--- src/include/sio_pkg.sv ---
/*
 Shared constants for the separate-I/O burst-of-two SRAM link:
 widths, lane split, latency, termination codes, host register map.
 Assumes both ends and the interface import or scope this package.
*/
package sio_pkg;
    // ------------------------------------------------------------
    // Data path shape
    // ------------------------------------------------------------
    localparam int DW_WIDE = 36;
    localparam int DW_NARROW = 18;
    localparam int LANES = 2;
    localparam int AW_DEF = 10;
    localparam int BURST = 2;
    localparam int RD_LAT = 3;
    localparam int MAIN_DIV = 2;

    // ------------------------------------------------------------
    // Termination select codes and resulting levels
    // ------------------------------------------------------------
    localparam int ODT_W = 2;
    localparam logic [1:0] MODE_OFF = 2'h0;
    localparam logic [1:0] MODE_STRONG = 2'h1;
    localparam logic [1:0] MODE_WEAK = 2'h2;
    localparam logic [ODT_W-1:0] ODT_OFF = 2'h0;
    localparam logic [ODT_W-1:0] ODT_STRONG = 2'h1;
    localparam logic [ODT_W-1:0] ODT_WEAK = 2'h2;

    // ------------------------------------------------------------
    // Host register indices and control bit positions
    // ------------------------------------------------------------
    localparam int REG_AW = 3;
    localparam logic [REG_AW-1:0] REG_CTRL = 3'h0;
    localparam logic [REG_AW-1:0] REG_ADDR = 3'h1;
    localparam logic [REG_AW-1:0] REG_WD0 = 3'h2;
    localparam logic [REG_AW-1:0] REG_WD1 = 3'h3;
    localparam logic [REG_AW-1:0] REG_RD0 = 3'h4;
    localparam logic [REG_AW-1:0] REG_RD1 = 3'h5;
    localparam logic [REG_AW-1:0] REG_STAT = 3'h6;
    localparam int CB_GO_RD = 0;
    localparam int CB_GO_WR = 1;
    localparam int CB_MRST = 2;
    localparam int CB_PLL = 3;
    localparam int CB_MODE = 4;
    localparam int CB_GRP = 6;
    localparam logic PLL_RST = 1'b1;
    localparam int TMO_W = 4;
    localparam logic [TMO_W-1:0] RD_TMO = 4'h8;

    // Level for one input group from mode and inclusion
    function automatic logic [ODT_W-1:0] odt_level(
        input logic [1:0] mode,
        input logic inc
    );
        if (!inc) return ODT_OFF;
        if (mode == MODE_STRONG) return ODT_STRONG;
        if (mode == MODE_WEAK) return ODT_WEAK;
        return ODT_OFF;
    endfunction
endpackage

--- src/include/sio_if.sv ---
/*
 Pin bundle between host controller and SRAM device.
 Assumes the host drives main_clk; all pins are one-way.
*/
`timescale 1ns/1ps
interface sio_if #(
    parameter int DW = sio_pkg::DW_WIDE,
    parameter int AW = sio_pkg::AW_DEF
);
    logic main_clk;
    logic [AW-1:0] mem_addr_in;
    logic rd_n;
    logic wr_n;
    logic [DW-1:0] wdata;
    logic [sio_pkg::LANES-1:0] wbeat_clk;
    logic [DW-1:0] rdata;
    logic [sio_pkg::LANES-1:0] echo_clk;
    logic [sio_pkg::LANES-1:0] rdata_valid;
    logic pll_en;
    logic mem_rst;
    logic [1:0] term_mode_sel;
    logic [1:0] term_group_sel;

    modport dev (
        input main_clk, mem_addr_in, rd_n, wr_n, wdata, wbeat_clk,
        input pll_en, mem_rst, term_mode_sel, term_group_sel,
        output rdata, echo_clk, rdata_valid
    );
    modport host (
        output main_clk, mem_addr_in, rd_n, wr_n, wdata, wbeat_clk,
        output pll_en, mem_rst, term_mode_sel, term_group_sel,
        input rdata, echo_clk, rdata_valid
    );
endinterface

--- src/hdl/sio_host.sv ---
/*
 Host controller end: register port for software, drives the pins.
 Assumes CLK is the only clock; main_clk is CLK divided by two.
*/
`timescale 1ns/1ps
module sio_host #(
    parameter int DW = sio_pkg::DW_WIDE,
    parameter int AW = sio_pkg::AW_DEF
) (
    input logic CLK,
    input logic RST,
    input logic [sio_pkg::REG_AW-1:0] ADDR,
    input logic [DW-1:0] WDATA,
    input logic WR,
    input logic RD,
    output logic [DW-1:0] RDATA,
    sio_if.host LNK
);
    import sio_pkg::*;

    // ------------------------------------------------------------
    // Types and state
    // ------------------------------------------------------------
    typedef enum logic [3:0] {
        H_IDLE = 4'b0001,
        H_WB0 = 4'b0010,
        H_WB1 = 4'b0100,
        H_RWAIT = 4'b1000
    } sio_hst_t;

    typedef struct packed {
        logic div;
        sio_hst_t st;
        logic go_rd;
        logic go_wr;
        logic mrst;
        logic pll;
        logic [1:0] tmode;
        logic [1:0] tgrp;
        logic [AW-1:0] addr;
        logic [DW-1:0] wd0;
        logic [DW-1:0] wd1;
        logic [DW-1:0] rd0;
        logic [DW-1:0] rd1;
        logic done;
        logic tmo_err;
        logic vprev;
        logic rcnt;
        logic [TMO_W-1:0] tmo;
        logic [AW-1:0] a_q;
        logic rn;
        logic wn;
        logic [DW-1:0] d_q;
        logic wb;
        logic rst_pin;
        logic [DW-1:0] rdata;
    } sio_host_st_t;

    sio_host_st_t s;
    sio_host_st_t n;
    logic busy;

    // ------------------------------------------------------------
    // Next state
    // ------------------------------------------------------------
    always_comb begin
        n = s;
        n.div = ~s.div;
        // Reset pin launched at falling main_clk, never on a rising one
        if (s.div) n.rst_pin = s.mrst;
        busy = s.st != H_IDLE || s.go_rd || s.go_wr;

        // Status read clears flags; later sets win
        if (RD && ADDR == REG_STAT) begin
            n.done = 1'b0;
            n.tmo_err = 1'b0;
        end

        // Register writes; go bits refused while busy
        if (WR) begin
            if (ADDR == REG_CTRL) begin
                if (!busy) begin
                    n.go_rd = WDATA[CB_GO_RD];
                    n.go_wr = WDATA[CB_GO_WR];
                end
                n.mrst = WDATA[CB_MRST];
                n.pll = WDATA[CB_PLL];
                // Termination changes only while device held
                if (s.mrst) begin
                    n.tmode = WDATA[CB_MODE +: 2];
                    n.tgrp = WDATA[CB_GRP +: 2];
                end
            end else if (ADDR == REG_ADDR) begin
                n.addr = WDATA[AW-1:0];
            end else if (ADDR == REG_WD0) begin
                n.wd0 = WDATA;
            end else if (ADDR == REG_WD1) begin
                n.wd1 = WDATA;
            end
        end

        // Register reads, answer in the next cycle
        if (RD) begin
            if (ADDR == REG_CTRL) begin
                n.rdata = DW'({s.tgrp, s.tmode, s.pll, s.mrst, 2'h0});
            end else if (ADDR == REG_ADDR) begin
                n.rdata = DW'(s.addr);
            end else if (ADDR == REG_WD0) begin
                n.rdata = s.wd0;
            end else if (ADDR == REG_WD1) begin
                n.rdata = s.wd1;
            end else if (ADDR == REG_RD0) begin
                n.rdata = s.rd0;
            end else if (ADDR == REG_RD1) begin
                n.rdata = s.rd1;
            end else if (ADDR == REG_STAT) begin
                n.rdata = DW'({s.tmo_err, s.done, busy});
            end else begin
                n.rdata = '0;
            end
        end

        // Pin sequencer, acts at falling main_clk edges
        if (s.div) begin
            case (s.st)
                H_IDLE: begin
                    if (s.go_wr) begin
                        n.wn = 1'b0;
                        n.a_q = s.addr;
                        n.go_wr = 1'b0;
                        n.st = H_WB0;
                    end else if (s.go_rd) begin
                        n.rn = 1'b0;
                        n.a_q = s.addr;
                        n.go_rd = 1'b0;
                        n.rcnt = 1'b0;
                        n.vprev = 1'b0;
                        n.tmo = '0;
                        n.st = H_RWAIT;
                    end
                end
                H_WB0: begin
                    // Beat 0 with a write clock edge
                    n.wn = 1'b1;
                    n.d_q = s.wd0;
                    n.wb = ~s.wb;
                    n.st = H_WB1;
                end
                H_WB1: begin
                    n.d_q = s.wd1;
                    n.wb = ~s.wb;
                    n.st = H_IDLE;
                end
                H_RWAIT: begin
                    // Beat follows each sample where valid was high
                    n.rn = 1'b1;
                    n.vprev = LNK.rdata_valid[0];
                    n.tmo = s.tmo + 1'b1;
                    if (s.vprev && !s.rcnt) begin
                        n.rd0 = LNK.rdata;
                        n.rcnt = 1'b1;
                    end else if (s.vprev) begin
                        n.rd1 = LNK.rdata;
                        n.done = 1'b1;
                        n.st = H_IDLE;
                    end else if (s.tmo == RD_TMO) begin
                        n.tmo_err = 1'b1;
                        n.st = H_IDLE;
                    end
                end
                default: begin
                    n.st = H_IDLE;
                end
            endcase
        end

        // Synchronous reset; device reset pin held high
        if (RST) begin
            n = '0;
            n.st = H_IDLE;
            n.pll = PLL_RST;
            n.rn = 1'b1;
            n.wn = 1'b1;
            n.rst_pin = 1'b1;
        end
    end

    // ------------------------------------------------------------
    // State register and outputs
    // ------------------------------------------------------------
    always_ff @(posedge CLK) begin
        s <= n;
    end

    // Pins straight from flops
    assign LNK.main_clk = s.div;
    assign LNK.mem_addr_in = s.a_q;
    assign LNK.rd_n = s.rn;
    assign LNK.wr_n = s.wn;
    assign LNK.wdata = s.d_q;
    assign LNK.wbeat_clk = {LANES{s.wb}};
    assign LNK.pll_en = s.pll;
    assign LNK.mem_rst = s.rst_pin;
    assign LNK.term_mode_sel = s.tmode;
    assign LNK.term_group_sel = s.tgrp;
    assign RDATA = s.rdata;
endmodule

--- src/flat_wrapper.sv ---
// flat-port wrapper written by rule: the top's interface ports become plain ports
module sio_host_flat import sio_pkg::*;
#(
    parameter int DW = sio_pkg::DW_WIDE,
    parameter int AW = sio_pkg::AW_DEF
)
  (CLK, RST, ADDR, WDATA, WR, RD, RDATA, LNK_main_clk, LNK_mem_addr_in, LNK_rd_n, LNK_wr_n, LNK_wdata, LNK_wbeat_clk, LNK_pll_en, LNK_mem_rst, LNK_term_mode_sel, LNK_term_group_sel, LNK_rdata, LNK_echo_clk, LNK_rdata_valid);
  sio_if #(.DW(DW), .AW(AW)) LNK_i ();
  input logic CLK;
  input logic RST;
  input logic [sio_pkg::REG_AW-1:0] ADDR;
  input logic [DW-1:0] WDATA;
  input logic WR;
  input logic RD;
  output logic [DW-1:0] RDATA;
  output wire logic [$bits(LNK_i.main_clk)-1:0] LNK_main_clk;
  output wire logic [$bits(LNK_i.mem_addr_in)-1:0] LNK_mem_addr_in;
  output wire logic [$bits(LNK_i.rd_n)-1:0] LNK_rd_n;
  output wire logic [$bits(LNK_i.wr_n)-1:0] LNK_wr_n;
  output wire logic [$bits(LNK_i.wdata)-1:0] LNK_wdata;
  output wire logic [$bits(LNK_i.wbeat_clk)-1:0] LNK_wbeat_clk;
  output wire logic [$bits(LNK_i.pll_en)-1:0] LNK_pll_en;
  output wire logic [$bits(LNK_i.mem_rst)-1:0] LNK_mem_rst;
  output wire logic [$bits(LNK_i.term_mode_sel)-1:0] LNK_term_mode_sel;
  output wire logic [$bits(LNK_i.term_group_sel)-1:0] LNK_term_group_sel;
  input wire logic [$bits(LNK_i.rdata)-1:0] LNK_rdata;
  input wire logic [$bits(LNK_i.echo_clk)-1:0] LNK_echo_clk;
  input wire logic [$bits(LNK_i.rdata_valid)-1:0] LNK_rdata_valid;
  assign LNK_main_clk = LNK_i.main_clk;
  assign LNK_mem_addr_in = LNK_i.mem_addr_in;
  assign LNK_rd_n = LNK_i.rd_n;
  assign LNK_wr_n = LNK_i.wr_n;
  assign LNK_wdata = LNK_i.wdata;
  assign LNK_wbeat_clk = LNK_i.wbeat_clk;
  assign LNK_pll_en = LNK_i.pll_en;
  assign LNK_mem_rst = LNK_i.mem_rst;
  assign LNK_term_mode_sel = LNK_i.term_mode_sel;
  assign LNK_term_group_sel = LNK_i.term_group_sel;
  assign LNK_i.rdata = LNK_rdata;
  assign LNK_i.echo_clk = LNK_echo_clk;
  assign LNK_i.rdata_valid = LNK_rdata_valid;
  sio_host #(.DW(DW), .AW(AW)) u_core (.CLK(CLK), .RST(RST), .ADDR(ADDR), .WDATA(WDATA), .WR(WR), .RD(RD), .RDATA(RDATA), .LNK(LNK_i));
endmodule
--- config.mk ---
export PLATFORM = sky130hd
export DESIGN_NAME = sio_host_flat
export DESIGN_NICKNAME = d
export VERILOG_FILES = /design/src/include/sio_pkg.sv /design/src/include/sio_if.sv /design/src/hdl/sio_host.sv /design/src/flat_wrapper.sv
export SDC_FILE = /design/constraint.sdc
export NUM_CORES = 1
export LEC_CHECK = 0
export BUFFER_PORTS_ARGS = -buffer_cell sky130_fd_sc_hd__buf_2
export CORE_MARGIN = 2
export CORE_UTILIZATION = 57
export DETAILED_ROUTE_END_ITERATION = 12
export HOLD_SLACK_MARGIN = 0.05
export PLACE_DENSITY = 0.81
export SLEW_MARGIN = 20
export SYNTH_ARGS = -nofsm -noshare
export SYNTH_HDL_FRONTEND = slang
export SYNTH_SLANG_ARGS = --single-unit
--- constraint.sdc ---
create_clock -name CLK -period 2.2 [get_ports CLK]
set_input_delay 0.11 -clock CLK [delete_from_list [all_inputs] [get_ports CLK]]
set_output_delay 0.11 -clock CLK [all_outputs]
set_load 0.03 [all_outputs]
# == Word level (Yosys, flattened, before mapping) ==
# Cells that the tools add are included.
# op_classes
addsub,1
eq_ne,19
mux,45
n_bitwise,6
n_reduce_logical,23
# ops
op,count
$mux W36,9
$mux W90,1
$mux W82,1
$pmux W37 S2,1
$mux W72,1
$mux W57,1
$mux W10,3
$mux W4,5
$mux W17,1
$reduce_and A4 Y1,4
$reduce_and A3 Y1,5
$mux W2,6
$pmux W4 S3,1
$pmux W6 S2,1
$reduce_and A5 Y1,2
$eq A3 B3 Y1 const B,3
$eq A4 B4 Y1 const B,2
$mux W1,8
$mux W8,1
$reduce_bool A2 Y1,4
$eq A3 B2 Y1 const B,2
$mux W6,1
$ne A2 B1 Y1 const B,3
$ne A3 B1 Y1 const B,2
16 further kinds,26
# totals
reg_bits,261
inputBits,83
out_inout_bits,93
wordCells,119

# == Longest topological paths before layout ==
# Gate-level depths: netlist of the first run.
# depth
depth_word,10
mapped_depth,7
depth_no_buf,6

# == Worst setup path after synthesis of the first run ==
# Ideal clock, no wire load.
# synth_timing
path_kind,register -> register
startpoint,reg u_core.s (netlist bit u_core.LNK.main_clk)
endpoint,reg u_core.s (netlist bit u_core.LNK.wdata[12])
setup_time_ns,0.086
arrival_ns,1.826
t_required_ns,2.114
path_slack_ns,0.289
stages_incl_launch_ff,7
n_path_buf,2
synth_period_minus_slack_ns,1.911
cell_sequence,dfxtp_1 -> buf_2 -> nand2b_1 -> nor3_2 -> clkbuf_1 -> nor2_1 -> a211oi_1
# synth_via
elab_chain_cells,1
# synth_lines
item,line,rtl
"start, declared",sio_host.sv:59,sio_host_st_t s;
"start signal, assigned",sio_host.sv:192,s <= n;
$reduce_and A2 Y1 (no source line),-,
# Every way passes these cells.
# A chain may end at the register's enable or synchronous reset.

# == Final worst setup path of the first run ==
# layout_timing
startpoint,reg u_core.s[259] (netlist bit)
endpoint,reg u_core.s[259] (netlist bit)
# layout_via
elab_chain_cells,3
word_cells_on_any_way,8
classes_between,eq/ne: 6; mux: 1; reduce/logical: 1
# layout_lines
item,line,rtl
$eq A4 B4 Y1 or $eq A4 B1 Y1 (tied branches),sio_host.sv:125,case (s.st)
$ne A3 B1 Y1 (no source line) or $ne A2 B2 Y1 (tied branches),-,
$reduce_and A4 Y1 (no source line),-,
# Parallel ways exist; a longest one is shown, timed or not.

==> results of run 1 <==
[layer usage]
metal,track usage [%],vias up,wire (um)
met5,0,-,0
met4,10.1,0,1150
met3,3.87,72,2540
met2,41.6,467,13600
met1,39.9,4632,13200
li1,-,4786,-
[final timing paths]
check / from / to / slack, ns / depth (start not counted)
setup / recovery: u_core.s[259] / u_core.s[259] / 0.30 / 4
hold reg to reg: u_core.s[161] / u_core.s[161] / 0.45 / 2
hold / removal: RD / u_core.RDATA[2] / 0.09 / 3
setup reg to reg: u_core.s[259] / u_core.s[259] / 0.30 / 4
[cells by family after synthesis]
group	synth area share, %
buffers and inverters	10.0
DFF	45.9
xor gates and xnor gates	0.154
muxes	10.2
adders and majority gates	0.220
AOI/OAI and AO/OA	16.5
and+or+nand+nor	17.1
[stage by stage]
step,cells,hold WS [ns],instance area [um^2]
after global routing,1756,0.0964,13400
after detailed placement,1634,0.367,11800
after floorplan,1359,0.238,11400
after global placement,1634,0.362,11800
final,1756,0.0882,13400
after CTS,1756,0.0652,13400
[cell usage in the layout (no fill, tap or decap), drive strengths merged, types with 2 or more instances in the layout]
cell type and n:
a211oi 38, a21oi 173, a221o 4, a221oi 2, a22oi 16, a31oi 3
a32o 3, and3 2, buf 200, bufinv 2, clkbuf 39, clkinv 6
dfxtp 261, dlygate4sd3 74, ha 2, inv 8, mux2 3, mux2i 112
nand2 332, nand2b 4, nand3 11, nand4 4, nor2 95, nor2b 6
nor3 4, nor3b 2, nor4b 5, o211ai 2, o21ai 22, o221ai 15
o22ai 16, o2bb2ai 2, o32a 6, xnor2 2
[worst max-delay path: stages, from the launching register on]
cell	delay, ns
dfxtp_1	0.42
nor4b_2	0.60
nand2_1	0.27
a31oi_1	0.36
a22o_1	0.19
[flip-flops by register name, summed over array words and instances, names as in the netlist]
signal and flops:
u_core.LNK.main_clk 1, u_core.LNK.mem_addr_in 10, u_core.LNK.mem_rst 1, u_core.LNK.pll_en 1
u_core.LNK.rd_n 1, u_core.LNK.term_group_sel 2, u_core.LNK.term_mode_sel 2, u_core.LNK.wbeat_clk 1
u_core.LNK.wdata 36, u_core.LNK.wr_n 1, u_core.RDATA 36, u_core.s 169
[what timing repair did]
item	4_1_cts	5_1_grt
buffers inserted	0	0
hold endpoints to repair	169	0
hold buffers	74	0
[power groups by stage]
| stage | clock network [W] | registers (W) | logic, W |
|---|---|---|---|
| 6_report | 0.00455 | 0.00483 | 0.000731 |
| 5_1_grt | 0.00479 | 0.00483 | 0.000781 |
| 4_1_cts | 0.00457 | 0.00483 | 0.000718 |
| 3_5_place_dp | 0 | 0.00493 | 0.000611 |
| 3_3_place_gp | 0 | 0.00493 | 0.000605 |
| 2_1_floorplan | 0 | 0.00493 | 0.000400 |
[cell type report]
type                    count  share of cell area (%)
well taps                 265                    2.47
flip-flops and latches    261                    38.9
multi-input cells         900                    37.4
repair buffers            274                    14.3
clock inverters             9                   0.727
clock buffers              39                    5.89
inverters                   8                   0.224
==> impl_metrics.env, run 1 <==
export IMPL_status="finished clean"
export IMPL_skew_ns=0.00621
export IMPL_final_setup_viol_count=0
export IMPL_period_needed_ns=1.90
export IMPL_grt_start_max_net_pins=95
export IMPL_cp_arrival_ns=2.36
export IMPL_vias_per_cell=5.67
export IMPL_ant_nets=0
export IMPL_synth_seq_cells=261
export IMPL_crit_path_end_kind="flip-flop"
export IMPL_netlist_area_mm2=0.0114
export IMPL_power_total_w=0.0101
export IMPL_pin_count=176
export IMPL_drv_cap=0
export IMPL_cts_made_buffers=26
export IMPL_syn_num_nets=1444
export IMPL_clockBufferDepth=3
export IMPL_hpwl_um=19700
export IMPL_comb_power_share_pct=7.2
export IMPL_fmax_ghz=0.528
export IMPL_rsz0062_at_grt="false"
export IMPL_ir_worst_vdd_v=0.000508
export IMPL_grt_use_total_pct=27.5
export IMPL_first_global_vias=9085
export IMPL_clkPwrFrac_pct=45.0
export IMPL_area_growth_pct=18.0
export IMPL_synth_seq_area_share_pct=45.9
export IMPL_crit_fanout=10
export IMPL_drive_gt1_share_pct=16.8
export IMPL_grt_overflow=0
export IMPL_core_mm2=0.0195
export IMPL_die_x_um=145
export IMPL_seqPwrFrac_pct=47.8
export IMPL_hold_path_class="input port to flip-flop"
export IMPL_cts_resized=0
export IMPL_yosys_cell_count_top_type="nand2_1"
export IMPL_grt_pass1_wl_um=47900
export IMPL_criticalPathCategory="flip-flop to flip-flop"
export IMPL_yosysTopAreaCell="dfxtp_1"
export IMPL_yosys_top_cells_area="dfxtp_1 (46%), nand2_1 (11%), mux2i_1 (9.9%)"
export IMPL_die_y_um=145
export IMPL_io_buffer_count=172
export IMPL_wl_per_cell_um=17.4
export IMPL_period_share_pct=86.2
export IMPL_synth_edff_count=0
export IMPL_multiInputGateArea_mm2=0.00502
export IMPL_maxSlewViolCount=0
export IMPL_avgSynthCellArea_um2=8.37
export IMPL_clk_pin_slew_ns=0.06
export IMPL_rows=51
export IMPL_antenna_found_initial=0
export IMPL_power_density_mw_per_mm2=753
export IMPL_hold_viol_final=0
export IMPL_ys_flop_type="dfxtp_1"
export IMPL_netSwitchingFraction_pct=22.9
export IMPL_worst_slew_pin_transition_ns=0.674
export IMPL_fillers=1543
export IMPL_tns_ns=0
export IMPL_vias=9957
export IMPL_async_flop_share_pct=0
export IMPL_start_util_pct=58.2
export IMPL_synth_cells=1359
export IMPL_gp_congestion=0.867
export IMPL_htree_num_levels=1
export IMPL_p_sw_w=0.00232
export IMPL_wl_um=30500
export IMPL_preCtsSetupSlack_ns=0.345
export IMPL_yosys_warnings=0
export IMPL_p_leak_nw=5.07
export IMPL_num_nets_final=1556
export IMPL_synth_top_area_share_pct=45.9
export IMPL_seqCellArea_mm2=0.00523
export IMPL_cts_tree="done"
export IMPL_startpoint_type="flip-flop"
export IMPL_cp_required_ns=2.67
export IMPL_dieArea_mm2=0.0211
export IMPL_synth_commonest_cells="nand2_1 (332), dfxtp_1 (261), a21oi_1 (173)"
export IMPL_drtIter0Drc=1064
export IMPL_slew_headroom_pct=54.9
export IMPL_dr_pass1_iters=5
export IMPL_clk_latency_ns=0.53
export IMPL_synth_distinct_cells=53
export IMPL_cts_num_sinks=261
export IMPL_diodes=0
export IMPL_setup_ws_ns=0.305
export IMPL_final_core_utilization_pct=68.7
export IMPL_cts_root_buf="clkbuf_16"
export IMPL_internal_power_w=0.00779
export IMPL_drc=0
No activity file was read; power rests on OpenSTA's default activity.
==> inputs of run 2 (changes only) <==
Settings changed: CORE_UTILIZATION 57 to 51, PLACE_DENSITY 0.81 to 0.77.
Clock period 2.2 ns to 1.7 ns, I/O delays scaled along.
==> run 2 against run 1 <==
Via count is 1.5% higher. Worst setup slack got worse by 0.30 ns. Sequential cell count is the same. Clock skew grew 0.011 ns. Clock power increased by 25%. First-iteration DRC count shrank 2.7%. Critical path depth up 1. Worst hold slack lost 0.010 ns. Cell area rose by 3.0%. Highest routed layer unchanged.
==> impl_metrics.env, run 2 (synthesis gave the netlist of run 1 again) <==
export IMPL_grt_overflow=0
export IMPL_clockBufferDepth=3
export IMPL_clk_latency_ns=0.53
export IMPL_holdWs_ns=0.0779
export IMPL_final_setup_viol_count=0
export IMPL_cts_made_buffers=27
export IMPL_hold_path_class="input port to flip-flop"
export IMPL_crit_path_top_delay_cell="or3b_4"
export IMPL_period_share_pct=99.8
export IMPL_fillers=1824
export IMPL_period_needed_ns=1.70
export IMPL_worst_slew_pin_transition_ns=0.545
export IMPL_area_growth_pct=21.5
export IMPL_cts_root_buf="clkbuf_16"
export IMPL_clk_pin_slew_ns=0.06
export IMPL_first_global_vias=9267
export IMPL_pin_count=176
export IMPL_slew_headroom_pct=63.6
export IMPL_critical_path_max_stage_delay_ns=0.41
export IMPL_cp_required_ns=2.15
export IMPL_startpoint_type="flip-flop"
export IMPL_skew_ns=0.0170
export IMPL_ir_worst_vdd_v=0.000756
export IMPL_rsz0062_at_grt="true"
export IMPL_crit_path_end_kind="flip-flop"
export IMPL_wl_um=31600
export IMPL_cp_arrival_ns=2.15
export IMPL_wl_per_cell_um=17.6
export IMPL_p_leak_nw=5.27
export IMPL_gp_congestion=0.892
export IMPL_fmax_ghz=0.589
export IMPL_drv_cap=0
export IMPL_maxSlewViolCount=0
export IMPL_htree_num_levels=1
export IMPL_largest_register="u_core.s"
export IMPL_power_total_w=0.0129
export IMPL_criticalPathCategory="flip-flop to flip-flop"
export IMPL_dieArea_mm2=0.0235
export IMPL_vias_per_cell=5.62
export IMPL_rows=54
export IMPL_die_x_um=153
export IMPL_diodes=0
export IMPL_num_nets_final=1590
export IMPL_cp_cell_sequence="or3b_4, nor4b_4, buf_12, nand2_1, a21oi_1"
export IMPL_grt_start_max_net_pins=116
export IMPL_final_common_cell="nand2_1"
export IMPL_grt_pass1_wl_um=49600
export IMPL_status="finished clean"
export IMPL_antenna_found_initial=0
export IMPL_core_mm2=0.0218
export IMPL_grt_use_total_pct=25.5
export IMPL_hpwl_um=21100
export IMPL_cts_num_sinks=261
export IMPL_die_y_um=153
export IMPL_vias=10100
export IMPL_drc=0
export IMPL_final_cell_mix="nand2_1 (332), dfxtp_1 (257), buf_2 (171)"
export IMPL_power_density_mw_per_mm2=934
export IMPL_largest_register_ffs=169
export IMPL_hold_viol_final=0
export IMPL_dr_pass1_iters=5
export IMPL_drive_gt1_share_pct=19.2
export IMPL_crit_fanout=36
export IMPL_drtIter0Drc=1035
export IMPL_cts_tree="done"
export IMPL_ant_nets=0
export IMPL_io_buffer_count=172
export IMPL_start_util_pct=52.1
-- run 2: power by group --
part,leakage (nW),total [W],internal (W),switching (W)
clock network,0.419,0.00568,0.00330,0.00238
registers,2.11,0.00625,0.00619,0.0000612
logic,2.74,0.000980,0.000407,0.000573
total,5.27,0.0129,0.00990,0.00301
-- run 2: area by class of cell --
class / count / area, um^2 / area share, %
Sequential cell: 261 / 5240 / 37.9
Multi-Input combinational cell: 900 / 5070 / 36.7
Timing Repair Buffer: 307 / 2290 / 16.6
Clock buffer: 37 / 773 / 5.60
Tap cell: 280 / 350 / 2.54
Clock inverter: 7 / 67.6 / 0.489
Inverter: 8 / 30.0 / 0.217
-- run 2: timing repair --
| item | 4_1_cts | 5_1_grt |
|---|---|---|
| buffers inserted | 0 | 4 |
| endpoints found under the hold margin | 171 | 0 |
| hold buffers | 74 | 0 |
| endpoints found under the setup margin | 1 | 98 |
| cloned | 0 | 1 |
| gates resized for setup | 1 | 14 |
-- run 2: layer usage --
metal / wire (um) / track usage (%) / vias up / share of wire [%]
li1: - / - / 4855 / -
met1: 14000 / 36.5 / 4699 / 44
met2: 14100 / 39.1 / 479 / 45
met3: 2610 / 4.45 / 78 / 8.3
met4: 958 / 8.52 / 0 / 3.0
met5: 0 / 0 / - / 0
-- run 2: final timing paths --
check                                      to           from  cells past startpoint  slack, ns
worst max-delay path            u_core.s[148]  u_core.s[258]                      5      0.003
worst max register to register  u_core.s[148]  u_core.s[258]                      5      0.003
worst min-delay path            u_core.s[247]             WR                      5       0.08
worst min register to register  u_core.s[104]  u_core.s[104]                      2       0.45
-- run 2: worst max-delay path: cells and delay by family (launching register included) --
family	cells	cell delay [ns]
buf+inv	1	0.24
simple gates	3	0.83
flops	1	0.37
compound gates	1	0.16
-- run 2: stage by stage --
stage | setup slack, ns | area, um^2 | util, % | setup TNS [ns] | instances
final | 0.00328 | 13800 | 63.3 | 0 | 1800
after global routing | -0.0716 | 13800 | 63.3 | -0.903 | 1800
after CTS | 0.0155 | 13700 | 62.9 | 0 | 1795
after detailed placement | 0.0104 | 12100 | 55.7 | 0 | 1677
after global placement | 0.0613 | 12100 | 55.7 | 0 | 1677
after floorplan | -0.0313 | 11400 | - | -0.938 | 1359
==> inputs of run 3 (changes only) <==
Settings changed: SETUP_SLACK_MARGIN from default to 0.5.
==> run 3 against run 2 <==
The flow now finishes with violations (setup timing). First-iteration DRC count up 37%. Combinational power up 15%. Critical path depth up 1. Largest power group is now clock.
==> impl_metrics.env, run 3 (synthesis gave the netlist of run 1 again) <==
export IMPL_reg2regPathDepth=6
export IMPL_clk_pin_slew_ns=0.07
export IMPL_period_needed_ns=1.78
export IMPL_cts_root_buf="clkbuf_16"
export IMPL_p_sw_w=0.00330
export IMPL_grt_overflow=0
export IMPL_gp_congestion=0.837
export IMPL_drc=0
export IMPL_cts_num_sinks=261
export IMPL_start_util_pct=52.1
export IMPL_startpoint_type="flip-flop"
export IMPL_pin_count=176
export IMPL_crit_path_end_kind="flip-flop"
export IMPL_final_common_cell="nand2_1"
export IMPL_grt_start_max_net_pins=53
export IMPL_setup_ws_ns=-0.0833
export IMPL_worst_slew_pin_transition_ns=1.15
export IMPL_final_core_utilization_pct=72.6
export IMPL_crit_family="simple AND/OR/NAND/NOR gates"
export IMPL_r2r_slack_ns=-0.08
export IMPL_clk_latency_ns=0.55
export IMPL_dieArea_mm2=0.0235
export IMPL_dpl_cell_area_mm2=0.0121
export IMPL_p_leak_nw=5.96
export IMPL_criticalPathCategory="flip-flop to flip-flop"
export IMPL_cts_made_buffers=28
export IMPL_antenna_found_initial=2
export IMPL_cp_required_ns=2.16
export IMPL_vias=11200
export IMPL_crit_path_top_delay_cell="or3b_4"
export IMPL_maxSlewViolCount=0
export IMPL_critical_path_max_stage_delay_ns=0.42
export IMPL_hold_viol_final=0
export IMPL_final_setup_viol_count=8
export IMPL_clkPwrFrac_pct=46.8
export IMPL_violations="setup timing"
export IMPL_hold_path_class="input port to flip-flop"
export IMPL_clockBufferDepth=3
export IMPL_cp_arrival_ns=2.24
export IMPL_r2r_start="u_core.s[259]"
export IMPL_holdCritStartpoint="ADDR[1]"
export IMPL_ant_nets=0
export IMPL_cp_cell_sequence="or3b_4, nor4b_4, buf_6, buf_16, nand2_1, a21oi_1"
export IMPL_status="complete, but fails checks"
export IMPL_num_nets_final=1633
export IMPL_netSwitchingFraction_pct=23.8
export IMPL_vias_per_cell=6.05
export IMPL_die_x_um=153
export IMPL_first_global_vias=9277
export IMPL_grt_use_total_pct=27.2
export IMPL_die_y_um=153
export IMPL_io_buffer_count=172
export IMPL_wl_um=40700
export IMPL_holdWs_ns=0.0812
export IMPL_ir_worst_vdd_v=0.000654
export IMPL_drv_cap=0
export IMPL_path_buf_inv=2
export IMPL_final_cell_mix="nand2_1 (265), dfxtp_1 (248), buf_2 (136)"
export IMPL_largest_register="u_core.s"
export IMPL_hold_depth=3
export IMPL_internal_power_w=0.0106
export IMPL_power_total_w=0.0139
export IMPL_wl_per_cell_um=22.0
export IMPL_comb_power_share_pct=8.1
export IMPL_crit_fanout=9
export IMPL_fin_area_mm2=0.0159
export IMPL_area_growth_pct=39.4
export IMPL_slew_headroom_pct=23.6
export IMPL_seqPwrFrac_pct=45.1
export IMPL_min_to="u_core.RDATA[9]"
export IMPL_fmax_ghz=0.561
export IMPL_htree_num_levels=1
export IMPL_timing_rr_end="u_core.s[140]"
export IMPL_hpwl_um=20100
export IMPL_skew_ns=0.0212
export IMPL_rsz0062_at_grt="true"
export IMPL_period_share_pct=105
export IMPL_power_density_mw_per_mm2=876
export IMPL_fin_cells=1851
export IMPL_rows=54
export IMPL_core_mm2=0.0218
export IMPL_largest_register_ffs=169
export IMPL_grt_pass1_wl_um=51700
export IMPL_placed_cells=1669
export IMPL_dr_pass1_iters=6
export IMPL_drive_gt1_share_pct=32.7
export IMPL_cts_tree="done"
export IMPL_drtIter0Drc=1413
-- run 3: changes by cell type in the layout (fill, tap and decap cells not counted), moves of 15 or more --
| cell | previous run | this run |
|---|---|---|
| nand2_4 | 0 | 46 |
| buf_4 | 42 | 61 |
| buf_2 | 171 | 136 |
| nand2_1 | 332 | 265 |
| mux2i_1 | 111 | 92 |
| a21oi_1 | 168 | 113 |
| a211oi_2 | 0 | 15 |
| nand2_2 | 0 | 21 |
| a21oi_2 | 5 | 60 |
| a211oi_1 | 38 | 23 |
-- run 3: stage by stage --
| stage | setup TNS, ns | setup WS, ns |
|---|---|---|
| 2_1_floorplan | -0.829 | -0.0276 |
| 3_3_place_gp | -0.00220 | -0.00220 |
| 3_5_place_dp | -0.168 | -0.0433 |
| 4_1_cts | 0 | 0.0575 |
| 5_1_grt | -0.426 | -0.0937 |
| 6_report | -0.257 | -0.0833 |
-- run 3: routing by layer --
| layer | wire length [um] | part of all wire, % | GRT usage [%] |
|---|---|---|---|
| met5 | 13 | 0.032 | 0 |
| met4 | 2100 | 5.2 | 8.56 |
| met3 | 4030 | 9.9 | 5.42 |
| met2 | 18800 | 46 | 42.3 |
| met1 | 15800 | 39 | 38.1 |
-- run 3: worst register-to-register path: stages, from the launching register on --
cell     delay, ns
dfxtp_4       0.39
or3b_4        0.42
nor4b_4       0.23
buf_6         0.21
buf_16        0.19
nand2_1       0.10
a21oi_1       0.15
-- run 3: layout make-up --
type | instances | area [um^2]
Antenna cell | 1 | 2.50
Clock inverter | 7 | 114
Clock buffer | 45 | 866
Inverter | 8 | 30.0
Multi-Input combinational cell | 900 | 6050
Fill cell | 1387 | 5970
Tap cell | 280 | 350
Timing Repair Buffer | 349 | 3180
Sequential cell | 261 | 5260
-- run 3: power by group through the flow --
| stage | Combinational, W | Sequential [W] | Clock (W) |
|---|---|---|---|
| 6_report | 0.00113 | 0.00626 | 0.00650 |
| 2_1_floorplan | 0.000534 | 0.00637 | 0 |
| 3_3_place_gp | 0.000812 | 0.00638 | 0 |
| 5_1_grt | 0.00118 | 0.00626 | 0.00673 |
| 3_5_place_dp | 0.000822 | 0.00639 | 0 |
| 4_1_cts | 0.000990 | 0.00625 | 0.00641 |
-- run 3: worst max-delay path by stage --
stage                              from             to  slack (ns)  depth (start not counted)
after floorplan           u_core.s[257]  u_core.s[165]       -0.03                          6
after global placement    u_core.s[258]  u_core.s[259]      -0.002                          5
after detailed placement  u_core.s[258]  u_core.s[259]       -0.04                          5
after CTS                 u_core.s[258]  u_core.s[131]        0.06                          6
after global routing      u_core.s[259]   u_core.s[90]       -0.09                          6
final                     u_core.s[259]  u_core.s[140]       -0.08                          6
-- run 3: repair_timing --
| item | CTS | global route |
|---|---|---|
| cloned | 6 | 18 |
| setup buffers | 6 | 17 |
| setup endpoints to repair | 149 | 195 |
| pin swaps | 4 | 100 |
| hold endpoints to repair | 176 | 0 |
| resized for setup | 24 | 335 |
| hold buffers | 82 | 0 |
